### src/include/smwd_params.svh
// Constants for the management-memory window decoder: register offsets,
// field positions, reset values and fixed address tags.
// Assumes a 32-bit processor address and 1 MB granularity for window bases.
`ifndef SMWD_PARAMS_SVH
`define SMWD_PARAMS_SVH

`define SMWD_OFS_CTRL 5'h00
`define SMWD_OFS_LOWTOP 5'h04
`define SMWD_OFS_STOLEN 5'h08
`define SMWD_OFS_CTRLWIN 5'h0C
`define SMWD_OFS_APERTURE 5'h10
`define SMWD_OFS_XLATE 5'h14
`define SMWD_OFS_SHADOW 5'h18
`define SMWD_OFS_STATUS 5'h1C

`define SMWD_BIT_GME 0
`define SMWD_BIT_HRE 1
`define SMWD_BIT_TSE 2
`define SMWD_BIT_OPEN 3
`define SMWD_BIT_CLOSE 4
`define SMWD_BIT_LOCK 5
`define SMWD_BIT_VGA 6
`define SMWD_BIT_MONO 7
`define SMWD_BIT_SEGSZ 8
`define SMWD_BIT_VIOL 0

`define SMWD_CTRL_WMASK 32'h0000_03FF
`define SMWD_CTRL_LOCKED_WMASK 32'h0000_00D0

`define SMWD_CTRL_RESET 32'h0000_0000
`define SMWD_LOWTOP_RESET 12'h040
`define SMWD_STOLEN_RESET 12'h001
`define SMWD_CTRLWIN_RESET 12'hE00
`define SMWD_APERTURE_RESET 12'hD00
`define SMWD_XLATE_RESET 12'hE01
`define SMWD_SHADOW_RESET 32'h0000_0000

`define SMWD_SEG_CODE_2MB 2'h1
`define SMWD_SEG_CODE_8MB 2'h2
`define SMWD_SEG_1MB 12'h001
`define SMWD_SEG_2MB 12'h002
`define SMWD_SEG_8MB 12'h008

`define SMWD_LEGACY_TAG 15'h0005
`define SMWD_HIGH_TAG 15'h7F6D
`define SMWD_MONO_TAG 17'h0_0016
`define SMWD_SHADOW_TAG 14'h0003
`define SMWD_LOWREGION_LO 3'h5
`define SMWD_REDIRECT_ADDR 32'h000C_0000

`endif

### src/include/smwd_pkg.sv
// Types shared by the management-memory window decoder.
// Assumes nothing beyond a SystemVerilog compiler.
`default_nettype none
package smwd_pkg;
    typedef enum logic [2:0] {
        SMWD_TGT_DRAM,
        SMWD_TGT_GFX,
        SMWD_TGT_GFXLINK,
        SMWD_TGT_SBLINK,
        SMWD_TGT_ABORT
    } smwd_target_t;

    typedef enum logic [1:0] {
        SMWD_SRC_CPU,
        SMWD_SRC_GFXLINK,
        SMWD_SRC_SBLINK,
        SMWD_SRC_GFXENGINE
    } smwd_source_t;
endpackage : smwd_pkg
`default_nettype wire

### src/hw/smwd_decode.sv
// Management-memory and graphics window decoder with Avalon-MM registers.
// Assumes requests come from same-clock logic and are decoded one per cycle.
//
// The register offsets and the Avalon-MM register port were chosen for this implementation.
`timescale 1ns/1ps
`default_nettype none
`include "smwd_params.svh"
module smwd_decode #(
    parameter int CTRL_WIN_MB = 1,
    parameter int APERTURE_MB = 256,
    parameter int XLATE_MB = 1
) (
    input wire logic mclk,
    input wire logic reset,
    input wire logic clkEnable,
    input wire logic [4:0] avAddress,
    input wire logic avRead,
    input wire logic avWrite,
    input wire logic [31:0] avWritedata,
    input wire logic [3:0] avByteenable,
    output logic [31:0] avReaddata,
    output logic avWaitrequest,
    input wire logic reqValid,
    input wire smwd_pkg::smwd_source_t reqSource,
    input wire logic [31:0] reqAddr,
    input wire logic reqWrite,
    input wire logic reqCodeFetch,
    input wire logic reqMgmtMode,
    input wire logic reqTypeBit1,
    input wire logic reqTranslated,
    input wire logic reqTableFetch,
    input wire logic reqTiled,
    output logic decValid,
    output smwd_pkg::smwd_target_t decTarget,
    output logic [31:0] decAddr,
    output logic decByteEnOff,
    output logic decUnsupported,
    output logic decViolation
);
    import smwd_pkg::*;

    logic [31:0] ctrl;
    logic [11:0] lowTop;
    logic [11:0] stolen;
    logic [11:0] ctrlWinBase;
    logic [11:0] apertureBase;
    logic [11:0] xlateBase;
    logic [31:0] shadowMask;
    logic violFlag;

    logic wrTake;
    logic [31:0] rdValue;
    logic [31:0] ctrlMerged;
    logic [31:0] ctrlMask;
    logic [31:0] wrMerged;

    function automatic logic [31:0] mergeBytes(input logic [31:0] old, input logic [31:0] wd,
                                               input logic [3:0] be);
        logic [31:0] r;
        r = old;
        for (int b = 0; b < 4; b++) begin
            if (be[b]) begin
                r[8*b +: 8] = wd[8*b +: 8];
            end
        end
        return r;
    endfunction : mergeBytes

    // Bus slave: one wait cycle, then the answer for a single cycle
    assign wrTake = avWrite && !avWaitrequest;
    assign ctrlMerged = mergeBytes(ctrl, avWritedata, avByteenable);
    // Merging against the addressed register keeps unselected byte lanes intact
    assign wrMerged = mergeBytes(rdValue, avWritedata, avByteenable);
    assign ctrlMask = ctrl[`SMWD_BIT_LOCK] ? `SMWD_CTRL_LOCKED_WMASK : `SMWD_CTRL_WMASK;

    always_comb begin
        case (avAddress)
            `SMWD_OFS_CTRL: rdValue = ctrl;
            `SMWD_OFS_LOWTOP: rdValue = {20'h0_0000, lowTop};
            `SMWD_OFS_STOLEN: rdValue = {20'h0_0000, stolen};
            `SMWD_OFS_CTRLWIN: rdValue = {20'h0_0000, ctrlWinBase};
            `SMWD_OFS_APERTURE: rdValue = {20'h0_0000, apertureBase};
            `SMWD_OFS_XLATE: rdValue = {20'h0_0000, xlateBase};
            `SMWD_OFS_SHADOW: rdValue = shadowMask;
            `SMWD_OFS_STATUS: rdValue = {31'h0000_0000, violFlag};
            default: rdValue = 32'h0000_0000;
        endcase
    end

    always_ff @(posedge mclk or posedge reset) begin
        if (reset) begin
            avWaitrequest <= 1'b1;
            avReaddata <= 32'h0000_0000;
        end else if (clkEnable) begin
            if ((avRead || avWrite) && avWaitrequest) begin
                avWaitrequest <= 1'b0;
                avReaddata <= rdValue;
            end else begin
                avWaitrequest <= 1'b1;
            end
        end
    end

    always_ff @(posedge mclk or posedge reset) begin
        if (reset) begin
            ctrl <= `SMWD_CTRL_RESET;
            lowTop <= `SMWD_LOWTOP_RESET;
            stolen <= `SMWD_STOLEN_RESET;
            ctrlWinBase <= `SMWD_CTRLWIN_RESET;
            apertureBase <= `SMWD_APERTURE_RESET;
            xlateBase <= `SMWD_XLATE_RESET;
            shadowMask <= `SMWD_SHADOW_RESET;
        end else if (clkEnable && wrTake) begin
            case (avAddress)
                // Once locked only close and forwarding bits move; lock holds until reset
                `SMWD_OFS_CTRL: ctrl <= ((ctrlMerged & ctrlMask) | (ctrl & ~ctrlMask));
                `SMWD_OFS_LOWTOP: lowTop <= ctrl[`SMWD_BIT_LOCK] ? lowTop : wrMerged[11:0];
                `SMWD_OFS_STOLEN: stolen <= ctrl[`SMWD_BIT_LOCK] ? stolen : wrMerged[11:0];
                `SMWD_OFS_CTRLWIN: ctrlWinBase <= wrMerged[11:0];
                `SMWD_OFS_APERTURE: apertureBase <= wrMerged[11:0];
                `SMWD_OFS_XLATE: xlateBase <= wrMerged[11:0];
                `SMWD_OFS_SHADOW: shadowMask <= wrMerged;
                default: ;
            endcase
        end
    end

    // Control fields
    logic gme, tEn, cEn, hEn, openEff, closeBit, lockBit, vgaFwd, monoPresent;
    logic [11:0] segMb, segTop, segBase, mb;
    assign gme = ctrl[`SMWD_BIT_GME];
    assign cEn = gme && !ctrl[`SMWD_BIT_HRE];
    assign hEn = gme && ctrl[`SMWD_BIT_HRE];
    assign tEn = gme && ctrl[`SMWD_BIT_TSE];
    assign lockBit = ctrl[`SMWD_BIT_LOCK];
    assign openEff = ctrl[`SMWD_BIT_OPEN] && !lockBit;
    assign closeBit = ctrl[`SMWD_BIT_CLOSE];
    assign vgaFwd = ctrl[`SMWD_BIT_VGA];
    assign monoPresent = ctrl[`SMWD_BIT_MONO];
    assign segMb = (ctrl[`SMWD_BIT_SEGSZ +: 2] == `SMWD_SEG_CODE_8MB) ? `SMWD_SEG_8MB :
                   (ctrl[`SMWD_BIT_SEGSZ +: 2] == `SMWD_SEG_CODE_2MB) ? `SMWD_SEG_2MB :
                   `SMWD_SEG_1MB;
    assign segTop = lowTop - stolen;
    assign segBase = segTop - segMb;
    assign mb = reqAddr[31:20];

    // Address classification
    logic inLegacy, inHigh, inMono, inShadow, inLowRegion, tHit, cHit, hHit;
    logic ctrlWinHit, apertureHit, xlateHit, shadowToDram, isCpu, physMgmt, fetchBad, wbCycle;
    assign inLegacy = reqAddr[31:17] == `SMWD_LEGACY_TAG;
    assign inHigh = reqAddr[31:17] == `SMWD_HIGH_TAG;
    assign inMono = reqAddr[31:15] == `SMWD_MONO_TAG;
    assign inShadow = reqAddr[31:18] == `SMWD_SHADOW_TAG;
    assign inLowRegion = (mb == 12'h000) && (reqAddr[19:17] >= `SMWD_LOWREGION_LO);
    assign cHit = cEn && inLegacy;
    assign hHit = hEn && inHigh;
    assign isCpu = reqSource == SMWD_SRC_CPU;
    assign wbCycle = !reqTypeBit1;
    // Enabled management DRAM as seen after translation; high range lands on legacy DRAM
    assign physMgmt = (gme && inLegacy) || tHit;
    assign fetchBad = (mb >= segBase) || inLowRegion;

    smwd_range_match #(.W(12)) segMatch (
        .addr(mb), .lo(segBase), .hi(segTop), .en(tEn), .hit(tHit)
    );
    smwd_range_match #(.W(12)) ctrlWinMatch (
        .addr(mb), .lo(ctrlWinBase), .hi(ctrlWinBase + 12'(CTRL_WIN_MB)), .en(1'b1),
        .hit(ctrlWinHit)
    );
    smwd_range_match #(.W(12)) apertureMatch (
        .addr(mb), .lo(apertureBase), .hi(apertureBase + 12'(APERTURE_MB)), .en(1'b1),
        .hit(apertureHit)
    );
    smwd_range_match #(.W(12)) xlateMatch (
        .addr(mb), .lo(xlateBase), .hi(xlateBase + 12'(XLATE_MB)), .en(1'b1),
        .hit(xlateHit)
    );
    smwd_shadow_sel #(.BLOCKS(16)) shadowSel (
        .block(reqAddr[17:14]), .readToDram(shadowMask[15:0]),
        .writeToDram(shadowMask[31:16]), .isWrite(reqWrite), .toDram(shadowToDram)
    );

    smwd_target_t next_target, vgaTarget;
    logic [31:0] next_addr;
    logic next_beOff, next_ur, next_viol;
    // A mono adapter keeps its own slice of the legacy range on the south bridge
    assign vgaTarget = (vgaFwd && !(monoPresent && inMono)) ? SMWD_TGT_GFXLINK
                                                           : SMWD_TGT_SBLINK;

    always_comb begin
        next_target = SMWD_TGT_SBLINK;
        next_addr = reqAddr;
        next_beOff = 1'b0;
        next_ur = 1'b0;
        next_viol = 1'b0;
        if (reqTableFetch) begin
            next_target = SMWD_TGT_DRAM;
            if (fetchBad) begin
                next_addr = `SMWD_REDIRECT_ADDR;
            end
        end else if (reqTranslated) begin
            next_target = SMWD_TGT_DRAM;
            if (physMgmt) begin
                next_addr = `SMWD_REDIRECT_ADDR;
                next_beOff = reqWrite;
                next_viol = 1'b1;
            end
        end else if (!isCpu && apertureHit) begin
            if (!reqWrite) begin
                next_target = SMWD_TGT_DRAM;
                next_addr = `SMWD_REDIRECT_ADDR;
                next_ur = 1'b1;
            end else if (reqTiled) begin
                // Tiled link writes are unsupported, so they are swallowed harmlessly
                next_target = SMWD_TGT_DRAM;
                next_addr = `SMWD_REDIRECT_ADDR;
                next_beOff = 1'b1;
            end else begin
                next_target = SMWD_TGT_GFX;
            end
        end else if (!isCpu && (cHit || hHit || tHit)) begin
            next_target = SMWD_TGT_ABORT;
            next_ur = 1'b1;
        end else if (isCpu && (cHit || hHit || tHit)) begin
            if (closeBit && reqMgmtMode && !reqCodeFetch && !hHit) begin
                next_target = tHit ? SMWD_TGT_SBLINK : vgaTarget;
            end else if (reqMgmtMode || openEff || wbCycle) begin
                // Writebacks must land to keep cached management memory coherent
                next_target = SMWD_TGT_DRAM;
                if (hHit) begin
                    next_addr = {`SMWD_LEGACY_TAG, reqAddr[16:0]};
                end
            end else if (cHit) begin
                next_target = vgaTarget;
            end else begin
                next_target = SMWD_TGT_ABORT;
            end
        end else if (ctrlWinHit || apertureHit || xlateHit) begin
            // Windows are checked before DRAM since they sit above low DRAM top
            next_target = SMWD_TGT_GFX;
        end else if (inLegacy) begin
            next_target = vgaTarget;
        end else if (inShadow) begin
            next_target = shadowToDram ? SMWD_TGT_DRAM : SMWD_TGT_SBLINK;
        end else if (mb < lowTop) begin
            next_target = SMWD_TGT_DRAM;
        end
    end

    always_ff @(posedge mclk or posedge reset) begin
        if (reset) begin
            decValid <= 1'b0;
            decTarget <= SMWD_TGT_SBLINK;
            decAddr <= 32'h0000_0000;
            decByteEnOff <= 1'b0;
            decUnsupported <= 1'b0;
            decViolation <= 1'b0;
        end else if (clkEnable) begin
            decValid <= reqValid;
            decViolation <= reqValid && next_viol;
            if (reqValid) begin
                decTarget <= next_target;
                decAddr <= next_addr;
                decByteEnOff <= next_beOff;
                decUnsupported <= next_ur;
            end
        end
    end

    // Set beats a same-cycle write-one clear
    always_ff @(posedge mclk or posedge reset) begin
        if (reset) begin
            violFlag <= 1'b0;
        end else if (clkEnable) begin
            if (reqValid && next_viol) begin
                violFlag <= 1'b1;
            end else if (wrTake && avAddress == `SMWD_OFS_STATUS && avByteenable[0] &&
                         avWritedata[`SMWD_BIT_VIOL]) begin
                violFlag <= 1'b0;
            end
        end
    end

    logic plainCpu;
    assign plainCpu = reqValid && clkEnable && isCpu && !reqTableFetch && !reqTranslated;
endmodule : smwd_decode
`default_nettype wire

### src/hw/smwd_range_match.sv
// Half-open range comparator on megabyte-granular address tags.
// Assumes hi does not wrap past the top of the tag width.
`timescale 1ns/1ps
`default_nettype none
module smwd_range_match #(
    parameter int W = 12
) (
    input wire logic [W-1:0] addr,
    input wire logic [W-1:0] lo,
    input wire logic [W-1:0] hi,
    input wire logic en,
    output logic hit
);
    assign hit = en && (addr >= lo) && (addr < hi);
endmodule : smwd_range_match
`default_nettype wire

### src/hw/smwd_shadow_sel.sv
// Shadow block steering: one read bit and one write bit per 16 KB block.
// Assumes the caller already checked the address lies in the shadow region.
`timescale 1ns/1ps
`default_nettype none
module smwd_shadow_sel #(
    parameter int BLOCKS = 16
) (
    input wire logic [$clog2(BLOCKS)-1:0] block,
    input wire logic [BLOCKS-1:0] readToDram,
    input wire logic [BLOCKS-1:0] writeToDram,
    input wire logic isWrite,
    output logic toDram
);
    // Reads and writes steer independently so ROM can be copied in place
    assign toDram = isWrite ? writeToDram[block] : readToDram[block];
endmodule : smwd_shadow_sel
`default_nettype wire

### config.mk
export PLATFORM = sky130hd
export DESIGN_NAME = smwd_decode
export DESIGN_NICKNAME = d
export VERILOG_FILES = /design/src/include/smwd_pkg.sv /design/src/hw/smwd_decode.sv /design/src/hw/smwd_range_match.sv /design/src/hw/smwd_shadow_sel.sv
export VERILOG_INCLUDE_DIRS = /design/src /design/src/include
export SDC_FILE = /design/constraint.sdc
export NUM_CORES = 1
export LEC_CHECK = 0
export ABC_AREA = 0
export ABC_CLOCK_PERIOD_IN_PS = 7900
export BUFFER_PORTS_ARGS = -buffer_cell sky130_fd_sc_hd__clkbuf_2
export CAP_MARGIN = 20
export CORE_ASPECT_RATIO = 1.25
export CORE_MARGIN = 3
export CORE_UTILIZATION = 30
export DETAILED_ROUTE_END_ITERATION = 12
export SLEW_MARGIN = 20
export SYNTH_ARGS = -nofsm -noshare
export SYNTH_HDL_FRONTEND = slang
export SYNTH_SLANG_ARGS = --single-unit
### constraint.sdc
create_clock -name mclk -period 7.9 [get_ports mclk]
set_input_delay 1.185 -clock mclk [delete_from_list [all_inputs] [get_ports mclk]]
set_output_delay 1.185 -clock mclk [all_outputs]
set_load 0.01 [all_outputs]
==> results.md <==
- Among all flip-flop cells after synthesis, the most frequent one is sky130_fd_sc_hd__dfrtp_1.
- The synthesized netlist contains 81 unique library cells.
- The final worst-path cycle share is 63.0%.
- The post-synthesis cell type with the largest combined area is sky130_fd_sc_hd__dfrtp_1.
- The share of synthesized area in the top cell type comes to 34.9%.
- The synthesis-stage register bit count is 175.
- The final number of max-transition violations is 0.
- For the final routed database, the setup TNS stands at 0 ns.
- The number of endpoints with negative hold slack in the final report is 0.
- STA classifies the critical path startpoint as a flip-flop.
- STA puts the critical path data required time at 8.29 ns.
- The library cell used as clock root buffer is sky130_fd_sc_hd__clkbuf_16.
- The worst hold path was traced through 2 stages.
- Power spread over the standard cell area amounts to 195 nW/um2.
- OpenSTA, run right after detailed placement, puts the worst setup slack at 2.93 ns.
- Setup repair after global routing left no endpoint under its margin.
- The net count of the finished layout is 1554.
- The number of top-level design ports is 160.
- sky130_fd_sc_hd__nand2_1 is the most common cell in the netlist.
- Derived from the worst setup path, the maximum achievable clock frequency is 0.201 GHz.
- The final critical-path setup slack is 2.93 ns.
- The number of enable-type register cells in the synthesized netlist is 0.
- The sequential cell fraction of total power is 40.7%.
- The violation count after the first detailed-routing iteration is 844.
- The die covers 40700 um2.
- The initial utilization of the core area, before any placement, comes to 30.7%.
- The number of placed instances with taps included is 1818.
- The post-detailed-route count of antenna-violating nets is 0.
- Counting flops with an async set or reset pin after synthesis yields a share of 100%.
- The via count of the first global-routing pass came to 9703.
- After technology mapping, the gate count stands at 1213.
- The run finished with clean final reports.
- The DRC violations left is 0.
- The commonest cells after synthesis are 185 x sky130_fd_sc_hd__nand2_1, 160 x sky130_fd_sc_hd__dfrtp_1, 113 x sky130_fd_sc_hd__ha_1.
- The critical path is of the flip-flop to flip-flop type.
- VDD sags by at most 0.149 mV.
- The final global-route overflow total is 0.
- The clock latency reported for the late side of the worst-skew pair is 0.45 ns.
- The detailed-route wire length is 37500 um.
- The transition at the pin with the smallest max-transition slack is 1.06 ns.
- The clock network fraction of total power is 31.6%.
- The number of detailed-routing iterations run before antenna repair is 6.
- The area of the core region is 37500 um2.
- In this run the horizontal extent of the chip is 181 um.
- Internal power comes to 1.70 mW.
- The quantity of hold-fixing buffers added after cts is 0.
- The data arrival time of the critical path is 5.36 ns.
- The post-synth design cell area is 11500 um2.
- The clock tree synthesis step divided the H-tree into 4 levels.
- The congestion estimate from routability-driven global placement came to 0.911.
- Each instance of the synthesized netlist takes up on average 9.47 um2.
- The largest net degree at the start of global routing is 105.
- Setup violations remaining at the end of the flow were counted as 0.
- The first global-routing pass estimated 57200 um of wire.
- After detailed routing, the average wire length per cell comes to 20.3 um.
- The filler cells instantiated in the layout total 3792.
- The clock passes through at most 2 buffers.
- The final period demand of the worst path is 4.97 ns.
- The critical-path maximum fanout is 30.
- The half-perimeter wire length after placement is 28900 um.
- The remaining max-slew budget at the tightest pin is 27.0%.
- The number of buffers created by CTS is 17.
- The growth of design area from synthesis to finish is 16.1%.
- The routed layout has 9868 vias.
- For this run, the number of standard cells in the final layout without fillers is 1849.
- Yosys printed 0 warnings.
- The post-CTS clock slew at the launch and capture registers of the worst setup and hold paths is 0.07 ns.
- The power dissipated by switching net loads is 891 uW.
- The net switching fraction of the power is 34.3%.
- The worst clock skew is 0.0155 ns.
- The net count after synthesis is 1416.
- The number of port buffers is 159.
- The element type at the critical path end is a flip-flop.
- Summed over all cells, the static leakage comes to 6.31 nW.
- The chip height is 225 um.
- Dividing the detail-routed via count by the number of cells gives 5.34.
- After clock tree synthesis, the repair step resized 0 gates.
- The combinational power share is 27.6%.
- The number of antenna violations at the first check in global routing came to 0.
- The standard-cell row count is 79.
- TritonCTS built the clock tree.
- The antenna cell count is 0.
- By area the synthesized netlist is led by sky130_fd_sc_hd__dfrtp_1 35%, sky130_fd_sc_hd__ha_1 12%, sky130_fd_sc_hd__nand2_1 6.0%.
- The sink count of the clock tree is 175.
- The total of max-cap violations is 0.
- Global routing used 18.2% of the available tracks.
- The class of the most critical hold timing path is flip-flop to flip-flop.
- The part of the Yosys area used for sequential elements is 38.3%.
- The post-CTS setup-driven buffer insertion count is 0.
- The fraction of final layout cells with drive strength greater than 1 is 22.1%.
- Counting cells, the worst reg-to-reg path comes to 19.
## per-stage QoR
stage | cell area (um2) | power, mW | utilization, % | hold WS (ns)
after floorplan | 11500 | 1.53 | - | 0.448
after global placement | 12800 | 1.77 | 34.1 | 0.466
after detailed placement | 12800 | 1.79 | 34.1 | 0.471
after CTS | 13300 | 2.61 | 35.6 | 0.484
after global routing | 13300 | 2.75 | 35.6 | 0.501
final | 13300 | 2.60 | 35.6 | 0.480
## power groups by stage
stage	Combinational [mW]	Clock, mW	Sequential [mW]
2_1_floorplan	0.473	0	1.06
3_3_place_gp	0.701	0	1.07
3_5_place_dp	0.718	0	1.07
4_1_cts	0.723	0.835	1.06
5_1_grt	0.812	0.870	1.06
6_report	0.717	0.821	1.06
## state kept, by name, summed over array words and instances (netlist names), named ones only
register / cells
apertureBase: 12
avReaddata: 32
avWaitrequest: 1
ctrl: 4
ctrlWinBase: 12
decAddr: 32
decByteEnOff: 1
decTarget: 3
decUnsupported: 1
decValid: 1
decViolation: 1
lowTop: 12
shadowMask: 32
stolen: 12
violFlag: 1
xlateBase: 12
## area by class of cell
type                    count  area, um2  share of cell area [%]
clock buffers              19        443                    3.32
inverters                  91        347                    2.60
well taps                 486        608                    4.56
flip-flops and latches    175       4400                    33.0
multi-input cells         900       6580                    49.3
repair buffers            166        848                    6.36
clock inverters            12        116                   0.872
## per-layer routing
metal	vias to the layer above	GRT usage (%)	routed length, um
li1	4654	-	-
met1	4779	23.5	16000
met2	362	31.0	18100
met3	73	2.91	2060
met4	0	6.64	1350
met5	-	0	0
## cell families after synthesis
logic type               count (synthesis)  synth area share [%]
buffers and inverters                  138                  4.63
XOR/XNOR                                42                  3.20
multiplexers                            77                  8.68
flip-flops                             175                  38.3
AO/OA/AOI/OAI                          305                  17.8
adder cells (fa/ha/maj)                116                  12.8
AND/OR/NAND/NOR                        360                  14.7
## worst paths after layout
kind | from | to | slack, ns
hold reg to reg | avReaddata[6] | avReaddata[6] | 0.48
setup / recovery | stolen[0] | decAddr[30] | 2.93
min in group asynchronous | reset | decAddr[11] | 0.95
setup reg to reg | stolen[0] | decAddr[30] | 2.93
hold / removal | avReaddata[6] | avReaddata[6] | 0.48
max in group asynchronous | reset | ctrlWinBase[3] | 5.42
## cell usage in the layout (no fill, tap or decap), drive strengths merged, types with 9 or more instances in the layout
| master | Yosys | layout |
|---|---|---|
| o21ai | 120 | 120 |
| a22o | 21 | 21 |
| nor3 | 19 | 19 |
| inv | 91 | 100 |
| mux4 | 13 | 13 |
| nand2b | 12 | 12 |
| dfstp | 15 | 15 |
| nand2 | 185 | 185 |
| a21oi | 40 | 40 |
| a21o | 17 | 17 |
| and3 | 12 | 12 |
| clkbuf | 37 | 178 |
| mux2 | 51 | 51 |
| mux2i | 13 | 13 |
| xor2 | 9 | 9 |
| nand4 | 13 | 13 |
| xnor2 | 33 | 33 |
| nor2 | 38 | 38 |
| o21a | 11 | 11 |
| a22oi | 22 | 22 |
| a32o | 11 | 11 |
| o211ai | 9 | 9 |
| dfrtp | 160 | 160 |
| ha | 113 | 113 |
| nand3 | 33 | 33 |
## worst max-delay path, cell delays in order (launching register included)
cell and delay [ns]:
sky130_fd_sc_hd__dfstp_2 0.55, sky130_fd_sc_hd__ha_1 0.15, sky130_fd_sc_hd__inv_1 0.05, sky130_fd_sc_hd__fa_1 0.46
sky130_fd_sc_hd__ha_1 0.30, sky130_fd_sc_hd__nor2b_1 0.12, sky130_fd_sc_hd__nor3_1 0.27, sky130_fd_sc_hd__o21bai_1 0.14
sky130_fd_sc_hd__nor3_1 0.32, sky130_fd_sc_hd__nand3_1 0.19, sky130_fd_sc_hd__nor3_1 0.24, sky130_fd_sc_hd__xor2_1 0.12
sky130_fd_sc_hd__ha_1 0.21, sky130_fd_sc_hd__a2111oi_0 0.43, sky130_fd_sc_hd__o211ai_1 0.21, sky130_fd_sc_hd__nand3_1 0.17
sky130_fd_sc_hd__a21boi_0 0.16, sky130_fd_sc_hd__o22a_1 0.23, sky130_fd_sc_hd__o21ai_4 0.31, sky130_fd_sc_hd__a32o_1 0.28
Power figures use the tool's default switching activity.
